[config.mk]
export PLATFORM = sky130hd
export DESIGN_NAME = async_receive_queue_formatter
export DESIGN_NICKNAME = d
export VERILOG_FILES = /design/src/design/async_receive_queue_formatter.v /design/src/design/confirm_store.v
export VERILOG_INCLUDE_DIRS = /design/src /design/src/design
export SDC_FILE = /design/constraint.sdc
export NUM_CORES = 1
export LEC_CHECK = 0
export ABC_CLOCK_PERIOD_IN_PS = 4100
export BUFFER_PORTS_ARGS = -buffer_cell sky130_fd_sc_hd__buf_2
export CORE_MARGIN = 2
export CORE_UTILIZATION = 57
export CTS_CLUSTER_SIZE = 28
export DETAILED_ROUTE_END_ITERATION = 12
export GPL_ROUTABILITY_DRIVEN = 0
export GPL_TIMING_DRIVEN = 1
export PLACE_DENSITY = 0.79
export SKIP_CTS_REPAIR_TIMING = 1
export SYNTH_ARGS = -nofsm -noshare
export SYNTH_HDL_FRONTEND = slang
export SYNTH_SLANG_ARGS = --single-unit
[constraint.sdc]
create_clock -name CLOCK -period 4.1 [get_ports CLOCK]
set_input_delay 0.41 -clock CLOCK [delete_from_list [all_inputs] [get_ports CLOCK]]
set_output_delay 0.41 -clock CLOCK [all_outputs]
set_load 0.005 [all_outputs]
[src/design/async_receive_queue_formatter_regs.vh]
// constants of the asynchronous receive queue formatter
`ifndef ASYNC_RECEIVE_QUEUE_FORMATTER_REGS_VH
`define ASYNC_RECEIVE_QUEUE_FORMATTER_REGS_VH

// transaction codes as queued
`define TCODE_QUAD_WRITE_REQ 4'h0
`define TCODE_BLOCK_WRITE_REQ 4'h1
`define TCODE_WRITE_RSP 4'h2
`define TCODE_QUAD_READ_REQ 4'h4
`define TCODE_BLOCK_READ_REQ 4'h5
`define TCODE_QUAD_READ_RSP 4'h6
`define TCODE_BLOCK_READ_RSP 4'h7
`define TCODE_CONFIRM 4'h8
`define TCODE_LOCK_REQ 4'h9
`define TCODE_LOCK_RSP 4'hB
`define TCODE_SELFID_PHY 4'hE

// acknowledge codes
`define ACK_COMPLETE 4'h1
`define ACK_PENDING 4'h2
`define ACK_BUSY_X 4'h4
`define ACK_BUSY_A 4'h5
`define ACK_BUSY_B 4'h6
`define ACK_DATA_ERROR 4'hD
`define ACK_TYPE_ERROR 4'hE

// confirmation codes
`define CONF_NO_ACK 4'h0
`define CONF_COMPLETE 4'h1
`define CONF_PENDING 4'h2
`define CONF_RETRY_LIMIT 4'h4
`define CONF_DATA_ERROR 4'hD
`define CONF_TYPE_ERROR 4'hE

// field positions
`define TCODE_MSB 7
`define TCODE_LSB 4
`define LOCK_CODE_MSB 15
`define CONF_RESERVED 2'h0

// receive kinds given with the first quadlet
`define KIND_ASYNC 2'h0
`define KIND_PHY 2'h2

// quadlet index of the length / lock action quadlet
`define LENGTH_QUADLET 3'h3

`endif

[src/design/async_receive_queue_formatter.v]
// receive queue formatter: received packets, self-ID, PHY packets, confirmations
//
// Notes on behaviour
// quadlet one holds destination and header; two and three source ID and offset/response code.
// quadlet four holds quadlet data, or length plus reserved for block read requests.
// every queued received packet ends with a reception status quadlet.
// block quadlet four holds length and lock action; action zero unless lock.
// block quadlets two/three source and offset or response code; payload follows four.
// self-ID and PHY deliveries start with a made-up header of code 0xE.
// all self-ID packets from reset end to subaction gap form one queued packet.
// self-ID check quadlets are queued unchecked; the reader checks them.
// self-ID status says data error on misalignment or overrun, else complete.
// PHY packet queues only its first quadlet; check quadlet verified and dropped.
// request confirmations go to request queue, response confirmations to response queue.
// confirmation: destination 31..16, label 15..10, 00, code 1000, confirmation code.
// confirmation 0 no ack, 1 broadcast or complete, 2 pending.
// confirmation 4 when retries ran out without acceptance.
// confirmation D on data error ack, E on type error ack.
// only the defined confirmation codes are ever produced.
// exactly one confirmation per transmitted queued packet.
// status ack field holds the ack returned, or the one that would have been.
// ack encodings complete 1, pending 2, busy 4/5/6, data error D, type error E.
// transaction codes queued as received: 0,1,4,5,6,7,9,B,2.
// status quadlet written only once the packet and its ack are complete.
`timescale 1ns/1ps
`include "async_receive_queue_formatter_regs.vh"
module async_receive_queue_formatter #(
  parameter CONF_ADDR_BITS = 2
) (
  // clock and reset
  input wire CLOCK,
  input wire RESET,
  // received quadlets from the link receiver
  input wire RX_VALID,
  input wire RX_FIRST,
  input wire [1:0] RX_KIND,
  input wire [31:0] RX_DATA,
  input wire RX_END,
  input wire [3:0] RX_ACK,
  input wire RX_ALIGN_ERROR,
  // bus phases
  input wire SELFID_ENABLE,
  input wire BUS_RESET_END,
  input wire SUBACTION_GAP,
  // transmission results
  input wire TX_DONE,
  input wire TX_IS_RESPONSE,
  input wire [15:0] TX_TARGET_NODE_ID,
  input wire [5:0] TX_LABEL,
  input wire TX_BROADCAST,
  input wire TX_ACK_SEEN,
  input wire [3:0] TX_ACK,
  input wire TX_RETRY_EXCEEDED,
  output wire TX_CONF_READY,
  // request receive queue write port
  input wire REQ_Q_READY,
  output reg REQ_Q_WRITE,
  output reg [31:0] REQ_Q_DATA,
  // response receive queue write port
  input wire RSP_Q_READY,
  output reg RSP_Q_WRITE,
  output reg [31:0] RSP_Q_DATA
);

  localparam S_IDLE = 2'd0;
  localparam S_ASYNC = 2'd1;
  localparam S_SELFID = 2'd2;
  localparam S_PHY = 2'd3;

  localparam [CONF_ADDR_BITS:0] CONF_FULL = {1'b1, {CONF_ADDR_BITS{1'b0}}};

  ////////////////////////////////////////////////////////////////////////////
  // helpers

  function is_response;
    input [3:0] tc;
    begin
      is_response = (tc == `TCODE_WRITE_RSP) || (tc == `TCODE_QUAD_READ_RSP) ||
        (tc == `TCODE_BLOCK_READ_RSP) || (tc == `TCODE_LOCK_RSP);
    end
  endfunction

  // block formats whose length quadlet carries no lock action
  function clears_low_half;
    input [3:0] tc;
    begin
      clears_low_half = (tc == `TCODE_BLOCK_WRITE_REQ) || (tc == `TCODE_BLOCK_READ_REQ) ||
        (tc == `TCODE_BLOCK_READ_RSP);
    end
  endfunction

  function [31:0] status_quadlet;
    input [3:0] ack_returned_field;
    begin
      status_quadlet = {28'h0000000, ack_returned_field};
    end
  endfunction

  function [3:0] conf_code;
    input bcast;
    input ack_seen;
    input [3:0] ack;
    input retry_exceeded;
    begin
      if (retry_exceeded && !bcast) begin
        conf_code = `CONF_RETRY_LIMIT;
      end else if (bcast) begin
        conf_code = `CONF_COMPLETE;
      end else if (!ack_seen) begin
        conf_code = `CONF_NO_ACK;
      end else begin
        case (ack)
          `ACK_COMPLETE: conf_code = `CONF_COMPLETE;
          `ACK_PENDING: conf_code = `CONF_PENDING;
          `ACK_DATA_ERROR: conf_code = `CONF_DATA_ERROR;
          `ACK_TYPE_ERROR: conf_code = `CONF_TYPE_ERROR;
          default: conf_code = `CONF_NO_ACK;
        endcase
      end
    end
  endfunction

  ////////////////////////////////////////////////////////////////////////////
  // receive state

  reg [1:0] state;
  reg in_resp;
  reg [3:0] tcode;
  reg [2:0] qindex;
  reg err;
  reg [31:0] phy_word;
  reg phy_ok;
  reg [1:0] phy_count;
  reg [1:0] phy_step;

  reg rx_wr;
  reg rx_resp;
  reg [31:0] rx_word;
  wire rx_target_ready;

  assign rx_target_ready = rx_resp ? RSP_Q_READY : REQ_Q_READY;

  // quadlet to be written by the receive side this cycle
  always @* begin
    rx_wr = 1'b0;
    rx_resp = 1'b0;
    rx_word = 32'h00000000;
    case (state)
      S_IDLE: begin
        if (BUS_RESET_END && SELFID_ENABLE) begin
          rx_wr = 1'b1;
          rx_word = {24'h000000, `TCODE_SELFID_PHY, 4'h0};
        end else if (RX_VALID && RX_FIRST && RX_KIND == `KIND_ASYNC) begin
          rx_wr = 1'b1;
          rx_resp = is_response(RX_DATA[`TCODE_MSB:`TCODE_LSB]);
          rx_word = RX_DATA;
        end
      end
      S_ASYNC: begin
        rx_resp = in_resp;
        if (RX_VALID) begin
          rx_wr = 1'b1;
          rx_word = RX_DATA;
          if (qindex == `LENGTH_QUADLET && clears_low_half(tcode)) begin
            rx_word = {RX_DATA[31:16], 16'h0000};
          end
        end else if (RX_END) begin
          rx_wr = 1'b1;
          rx_word = status_quadlet(RX_ACK);
        end
      end
      S_SELFID: begin
        if (RX_VALID) begin
          rx_wr = 1'b1;
          rx_word = RX_DATA;
        end else if (SUBACTION_GAP) begin
          rx_wr = 1'b1;
          rx_word = status_quadlet((err || RX_ALIGN_ERROR) ? `ACK_DATA_ERROR :
            `ACK_COMPLETE);
        end
      end
      S_PHY: begin
        case (phy_step)
          2'd1: begin
            rx_wr = 1'b1;
            rx_word = {24'h000000, `TCODE_SELFID_PHY, 4'h0};
          end
          2'd2: begin
            rx_wr = 1'b1;
            rx_word = phy_word;
          end
          2'd3: begin
            rx_wr = 1'b1;
            rx_word = status_quadlet(`ACK_COMPLETE);
          end
          default: rx_wr = 1'b0;
        endcase
      end
      default: rx_wr = 1'b0;
    endcase
  end

  always @(posedge CLOCK) begin
    if (RESET) begin
      state <= S_IDLE;
      in_resp <= 1'b0;
      tcode <= 4'h0;
      qindex <= 3'h0;
      err <= 1'b0;
      phy_word <= 32'h00000000;
      phy_ok <= 1'b0;
      phy_count <= 2'h0;
      phy_step <= 2'h0;
    end else begin
      case (state)
        S_IDLE: begin
          err <= 1'b0;
          if (BUS_RESET_END && SELFID_ENABLE) begin
            state <= S_SELFID;
          end else if (RX_VALID && RX_FIRST && RX_KIND == `KIND_ASYNC) begin
            state <= S_ASYNC;
            tcode <= RX_DATA[`TCODE_MSB:`TCODE_LSB];
            in_resp <= is_response(RX_DATA[`TCODE_MSB:`TCODE_LSB]);
            qindex <= 3'h1;
          end else if (RX_VALID && RX_FIRST && RX_KIND == `KIND_PHY) begin
            state <= S_PHY;
            phy_word <= RX_DATA;
            phy_count <= 2'h1;
            phy_ok <= 1'b0;
            phy_step <= 2'h0;
          end
        end
        S_ASYNC: begin
          if (RX_VALID && qindex != 3'h7) begin
            qindex <= qindex + 3'h1;
          end else if (!RX_VALID && RX_END) begin
            state <= S_IDLE;
          end
        end
        S_SELFID: begin
          if (RX_ALIGN_ERROR || (rx_wr && !rx_target_ready)) begin
            err <= 1'b1;
          end
          if (!RX_VALID && SUBACTION_GAP) begin
            state <= S_IDLE;
          end
        end
        S_PHY: begin
          if (phy_step == 2'd0) begin
            if (RX_VALID && phy_count != 2'h3) begin
              phy_count <= phy_count + 2'h1;
              if (phy_count == 2'h1) begin
                phy_ok <= (RX_DATA == ~phy_word);
              end
            end else if (RX_END) begin
              if (phy_count == 2'h2 && phy_ok) begin
                phy_step <= 2'd1;
              end else begin
                state <= S_IDLE;
              end
            end
          end else if (phy_step == 2'd3) begin
            phy_step <= 2'd0;
            state <= S_IDLE;
          end else begin
            phy_step <= phy_step + 2'd1;
          end
        end
        default: state <= S_IDLE;
      endcase
    end
  end

  ////////////////////////////////////////////////////////////////////////////
  // pending confirmations

  reg [CONF_ADDR_BITS-1:0] conf_wr_ptr;
  reg [CONF_ADDR_BITS-1:0] conf_rd_ptr;
  reg [CONF_ADDR_BITS:0] conf_count;
  reg conf_fresh;
  wire [32:0] conf_head;
  wire [32:0] conf_new;
  wire conf_push;
  wire conf_resp;
  wire req_busy;
  wire rsp_busy;
  wire conf_pop;

  assign TX_CONF_READY = (conf_count != CONF_FULL);
  assign conf_push = TX_DONE && TX_CONF_READY;
  assign conf_new = {TX_IS_RESPONSE, TX_TARGET_NODE_ID, TX_LABEL, `CONF_RESERVED,
    `TCODE_CONFIRM, conf_code(TX_BROADCAST, TX_ACK_SEEN, TX_ACK,
    TX_RETRY_EXCEEDED)};
  assign conf_resp = conf_head[32];

  // a queue holding a packet in progress takes no confirmation until it ends
  assign req_busy = (state == S_SELFID) || (state == S_PHY) ||
    (state == S_ASYNC && !in_resp) || (rx_wr && !rx_resp);
  assign rsp_busy = (state == S_ASYNC && in_resp) || (rx_wr && rx_resp);
  assign conf_pop = conf_fresh && (conf_count != 0) &&
    (conf_resp ? (!rsp_busy && RSP_Q_READY) : (!req_busy && REQ_Q_READY));

  confirm_store #(
    .WIDTH(33),
    .ADDR_BITS(CONF_ADDR_BITS)
  ) u_store (
    .clk(CLOCK),
    .wr_en(conf_push),
    .wr_addr(conf_wr_ptr),
    .wr_data(conf_new),
    .rd_addr(conf_rd_ptr),
    .rd_data(conf_head)
  );

  always @(posedge CLOCK) begin
    if (RESET) begin
      conf_wr_ptr <= {CONF_ADDR_BITS{1'b0}};
      conf_rd_ptr <= {CONF_ADDR_BITS{1'b0}};
      conf_count <= {(CONF_ADDR_BITS+1){1'b0}};
      conf_fresh <= 1'b0;
    end else begin
      if (conf_push) begin
        conf_wr_ptr <= conf_wr_ptr + 1'b1;
      end
      if (conf_pop) begin
        conf_rd_ptr <= conf_rd_ptr + 1'b1;
      end
      if (conf_push && !conf_pop) begin
        conf_count <= conf_count + 1'b1;
      end else if (conf_pop && !conf_push) begin
        conf_count <= conf_count - 1'b1;
      end
      // head register needs one cycle after a pointer move or a first push
      conf_fresh <= (conf_count != 0) && !conf_pop;
    end
  end

  ////////////////////////////////////////////////////////////////////////////
  // queue write ports

  always @(posedge CLOCK) begin
    if (RESET) begin
      REQ_Q_WRITE <= 1'b0;
      REQ_Q_DATA <= 32'h00000000;
      RSP_Q_WRITE <= 1'b0;
      RSP_Q_DATA <= 32'h00000000;
    end else begin
      REQ_Q_WRITE <= 1'b0;
      RSP_Q_WRITE <= 1'b0;
      if (rx_wr && !rx_resp && REQ_Q_READY) begin
        REQ_Q_WRITE <= 1'b1;
        REQ_Q_DATA <= rx_word;
      end else if (conf_pop && !conf_resp) begin
        REQ_Q_WRITE <= 1'b1;
        REQ_Q_DATA <= conf_head[31:0];
      end
      if (rx_wr && rx_resp && RSP_Q_READY) begin
        RSP_Q_WRITE <= 1'b1;
        RSP_Q_DATA <= rx_word;
      end else if (conf_pop && conf_resp) begin
        RSP_Q_WRITE <= 1'b1;
        RSP_Q_DATA <= conf_head[31:0];
      end
    end
  end

endmodule // async_receive_queue_formatter

[src/design/confirm_store.v]
// small memory holding pending confirmation quadlets
`timescale 1ns/1ps
module confirm_store #(
  parameter WIDTH = 33,
  parameter ADDR_BITS = 2
) (
  // clock
  input wire clk,
  // write side
  input wire wr_en,
  input wire [ADDR_BITS-1:0] wr_addr,
  input wire [WIDTH-1:0] wr_data,
  // read side
  input wire [ADDR_BITS-1:0] rd_addr,
  output reg [WIDTH-1:0] rd_data
);
  reg [WIDTH-1:0] mem [0:(1<<ADDR_BITS)-1];

  always @(posedge clk) begin
    if (wr_en) begin
      mem[wr_addr] <= wr_data;
    end
    rd_data <= mem[rd_addr];
  end
endmodule // confirm_store

==> impl_metrics.toml <==
[run_status]
outcome = "finished, final reports clean"

[drt]
vias = 8425
drt_pass1_iterations = 8
wirelength_mm = 27.58
drc = 0
routedWlPerCell_um = 20.46
avgViaCountPerCell = 6.250
first_iter_violations = 925
ant_nets = 0

[layout]
fillCellCount = 1344
area_growth_pct = 15.64
utilization = 0.6726
layout.nets = 1193
layout-drive-gt1-share = 0.2183
stdcell_area_sq_um = 12580

[logic_synthesis]
synth-async-reset-ratio = 0
synthDistinctLibCells = 68
syn_inst = 971
ys.flop_type = "dfxtp_1"
yosysTopAreaCellShare = 0.2981
synth_area_sq_um = 10880
avgSynthCellArea_sq_um = 11.20
yosysWarnings = 0
synth_area_leader_cell = "edfxtp_1"
yosysSeqAreaShare = 0.5723
ys_ff_latch = 257
synth_edf_count = 108
syn-num-nets = 1070
synth_area_leaders = "edfxtp_1 (30%), dfxtp_1 (27%), mux4_2 (5.6%)"

[setup_path]
end_kind = "flip-flop"
cp_max_fo = 15
crit_slowest_cell = "ha_1"
critical_path_class = "flip-flop to flip-flop"
worstSetupStartpointType = "flip-flop"
crit_chain = "ha_1, and2b_1, nor2_1, a2bb2oi_1, buf_4, nand3_1, and2_1, inv_1, ha_1, inv_1, fa_1, xor2_1, or3_1, a21oi_1"
slowest_delay_ps = 530
critical_path_buf_inv_count = 3
worstPathRequired_ps = 4560
critical_path.top_delay_family = "adder cells"
reg2reg_from = "state[1]$_SDFFE_PP0P_"
critical_path.startpoint = "state[1]$_SDFFE_PP0P_"
worstPathArrival_ps = 3850

[pwr]
p_leak_uw = 0.004629
powerDensity_nw_per_um2 = 576.0
ir_worst_vdd_mv = 0.3524

[global_routing]
grt_overflow_total = 0
grt_max_degree = 65
grt_util_all_layers = 0.2704
grt_pass1_vias = 7959
grt_antenna_before_repair = 1
grt_pass1_wl_mm = 42.71

[clock_network]
cts_tree = "yes"
cts.clk_slew.worst_paths_ps = 60
cts_buffer_depth = 3
insertion_delay_ps = 530
cts_buffers = 26
cts-root-buf = "clkbuf_16"
clkSinkCount = 257
h-tree-depth = 1

[sta]
skew_ps = 11.94
slew_viol_final = 0
period_needed_ps = 3394
rsz0062_at_grt = "false"
setup_viol = 0
hold_viol_final = 0
worst_slew_pin_slew_ps = 1065
max-slew-margin-rel = 0.2902
fmax_ghz = 0.2946
tns_ps = 0
period_share = 0.8279

[worst_hold_path]
min-delay-start = "TX_LABEL[0]"
hp-class = "input pin to flip-flop"

[floorplan]
ioPinCount = 147
die_h_um = 142.2
dieWidth_um = 142.2
initial_core_util = 0.5816
num_rows = 50
dieArea_sq_um = 20210
core_sq_um = 18710

[placement]
dp.final_hpwl_mm = 18.48
placed_area_sq_um = 11740
io_buffers = 146

[run]
maxCapViolCount = 0
[cell families after synthesis]
family / share of synthesized area
AO/OA/AOI/OAI: 0.1290
XOR/XNOR: 0.02979
adder cells (fa/ha/maj): 0.02254
buffers and inverters: 0.03496
flip-flops: 0.5723
multiplexers: 0.06532
AND/OR/NAND/NOR: 0.1461
[per-layer routing]
layer  up-vias  part of all wire  global-route usage  wire length, um
met2       445              0.45              0.4139            12510
met5         -                 0                   0                0
li1       3856                 -                   -                -
met3        73             0.097             0.05787             2673
met4         0             0.035             0.09684              952
met1      4051              0.41              0.3839            11440
[synthesized netlist by cell type, types with 6 or more instances]
cell type and instances:
a311oi_1 26, and3_1 11, nor3_1 30, inv_1 14, dfxtp_1 149, clkbuf_1 49, a21oi_1 67, nor4_1 23
buf_2 10, nor2_1 47, xnor2_1 24, a211oi_1 11, a2bb2oi_1 6, xor2_1 13, nand2b_1 13, mux4_2 27
nor2b_1 6, o21ai_0 11, a22o_1 9, a221oi_1 32, nand2_1 155, mux2i_1 8, a31oi_1 9, nand3_1 28
buf_4 6, ha_1 18, nand4_1 6, edfxtp_1 108
[power breakdown]
group	internal [uW]	switching, uW	leakage [uW]
Sequential	3070	260	0.00222
Clock	1370	948	0.000415
Combinational	656	945	0.00200
[path summary, 6_finish.rpt]
kind / end / slack (ps) / cells past startpoint
min: u_store.mem[3][4]$_DFFE_PP_ / 100 / 1
max: conf_count[2]$_SDFFE_PP0P_ / 710 / 14
max reg2reg: conf_count[2]$_SDFFE_PP0P_ / 710 / 14
min reg2reg: tcode[2]$_SDFFE_PP0P_ / 460 / 2
[per-stage QoR]
| step | std cells | total power, uW | hold slack, ps | setup slack (ps) |
|---|---|---|---|---|
| 4_1_cts | 1347 | 7263 | 75.92 | 772.5 |
| 2_1_floorplan | 971 | 4372 | 431.8 | 1111 |
| 3_3_place_gp | 1300 | 4902 | 439.2 | 933.9 |
| 3_5_place_dp | 1300 | 4946 | 450.9 | 804.6 |
| 5_1_grt | 1347 | 7571 | 86.44 | 467.1 |
| 6_report | 1348 | 7246 | 98.44 | 705.7 |
[placed cells by master, fill, tap and decap left out, types with 3 or more instances in the layout]
master,Yosys,layout
nand2_1,155,155
dfxtp_1,149,148
buf_2,10,145
edfxtp_1,108,108
a21oi_1,67,67
nor2_1,47,47
a221oi_1,32,32
nor3_1,30,30
nand3_1,28,28
mux4_2,27,27
clkbuf_16,0,27
a311oi_1,26,26
xnor2_1,24,24
nor4_1,23,23
buf_4,6,22
ha_1,18,18
inv_1,14,14
xor2_1,13,13
nand2b_1,13,13
o21ai_0,11,11
and3_1,11,11
a211oi_1,11,11
a22o_1,9,9
a31oi_1,9,9
mux2i_1,8,8
clkbuf_1,49,7
nand4_1,6,6
nor2b_1,6,6
a2bb2oi_1,6,6
clkinv_2,0,5
a21o_1,3,3
clkinv_1,0,3
[area by class of cell]
cell class,count,area (sq um),share of cell area
Multi-Input combinational cell,628,4273,0.3396
Antenna cell,1,2.502,0.0001989
Inverter,14,52.55,0.004177
Tap cell,234,292.8,0.02327
Clock inverter,11,112.6,0.008951
Sequential cell,257,6227,0.4950
Clock buffer,36,729.5,0.05798
Timing Repair Buffer,167,890.9,0.07081
[registers in the layout, indices dropped and copies added, names as in the netlist, 2 cells and up]
register and cells:
qindex 3, u_store.mem 108, state 2, u_store.rd_data 27
conf_wr_ptr 2, conf_rd_ptr 2, conf_count 3, phy_word 32
phy_count 2, RSP_Q_DATA 32, tcode 4, REQ_Q_DATA 32
phy_step 2
No activity file was read; power rests on OpenSTA's default activity.
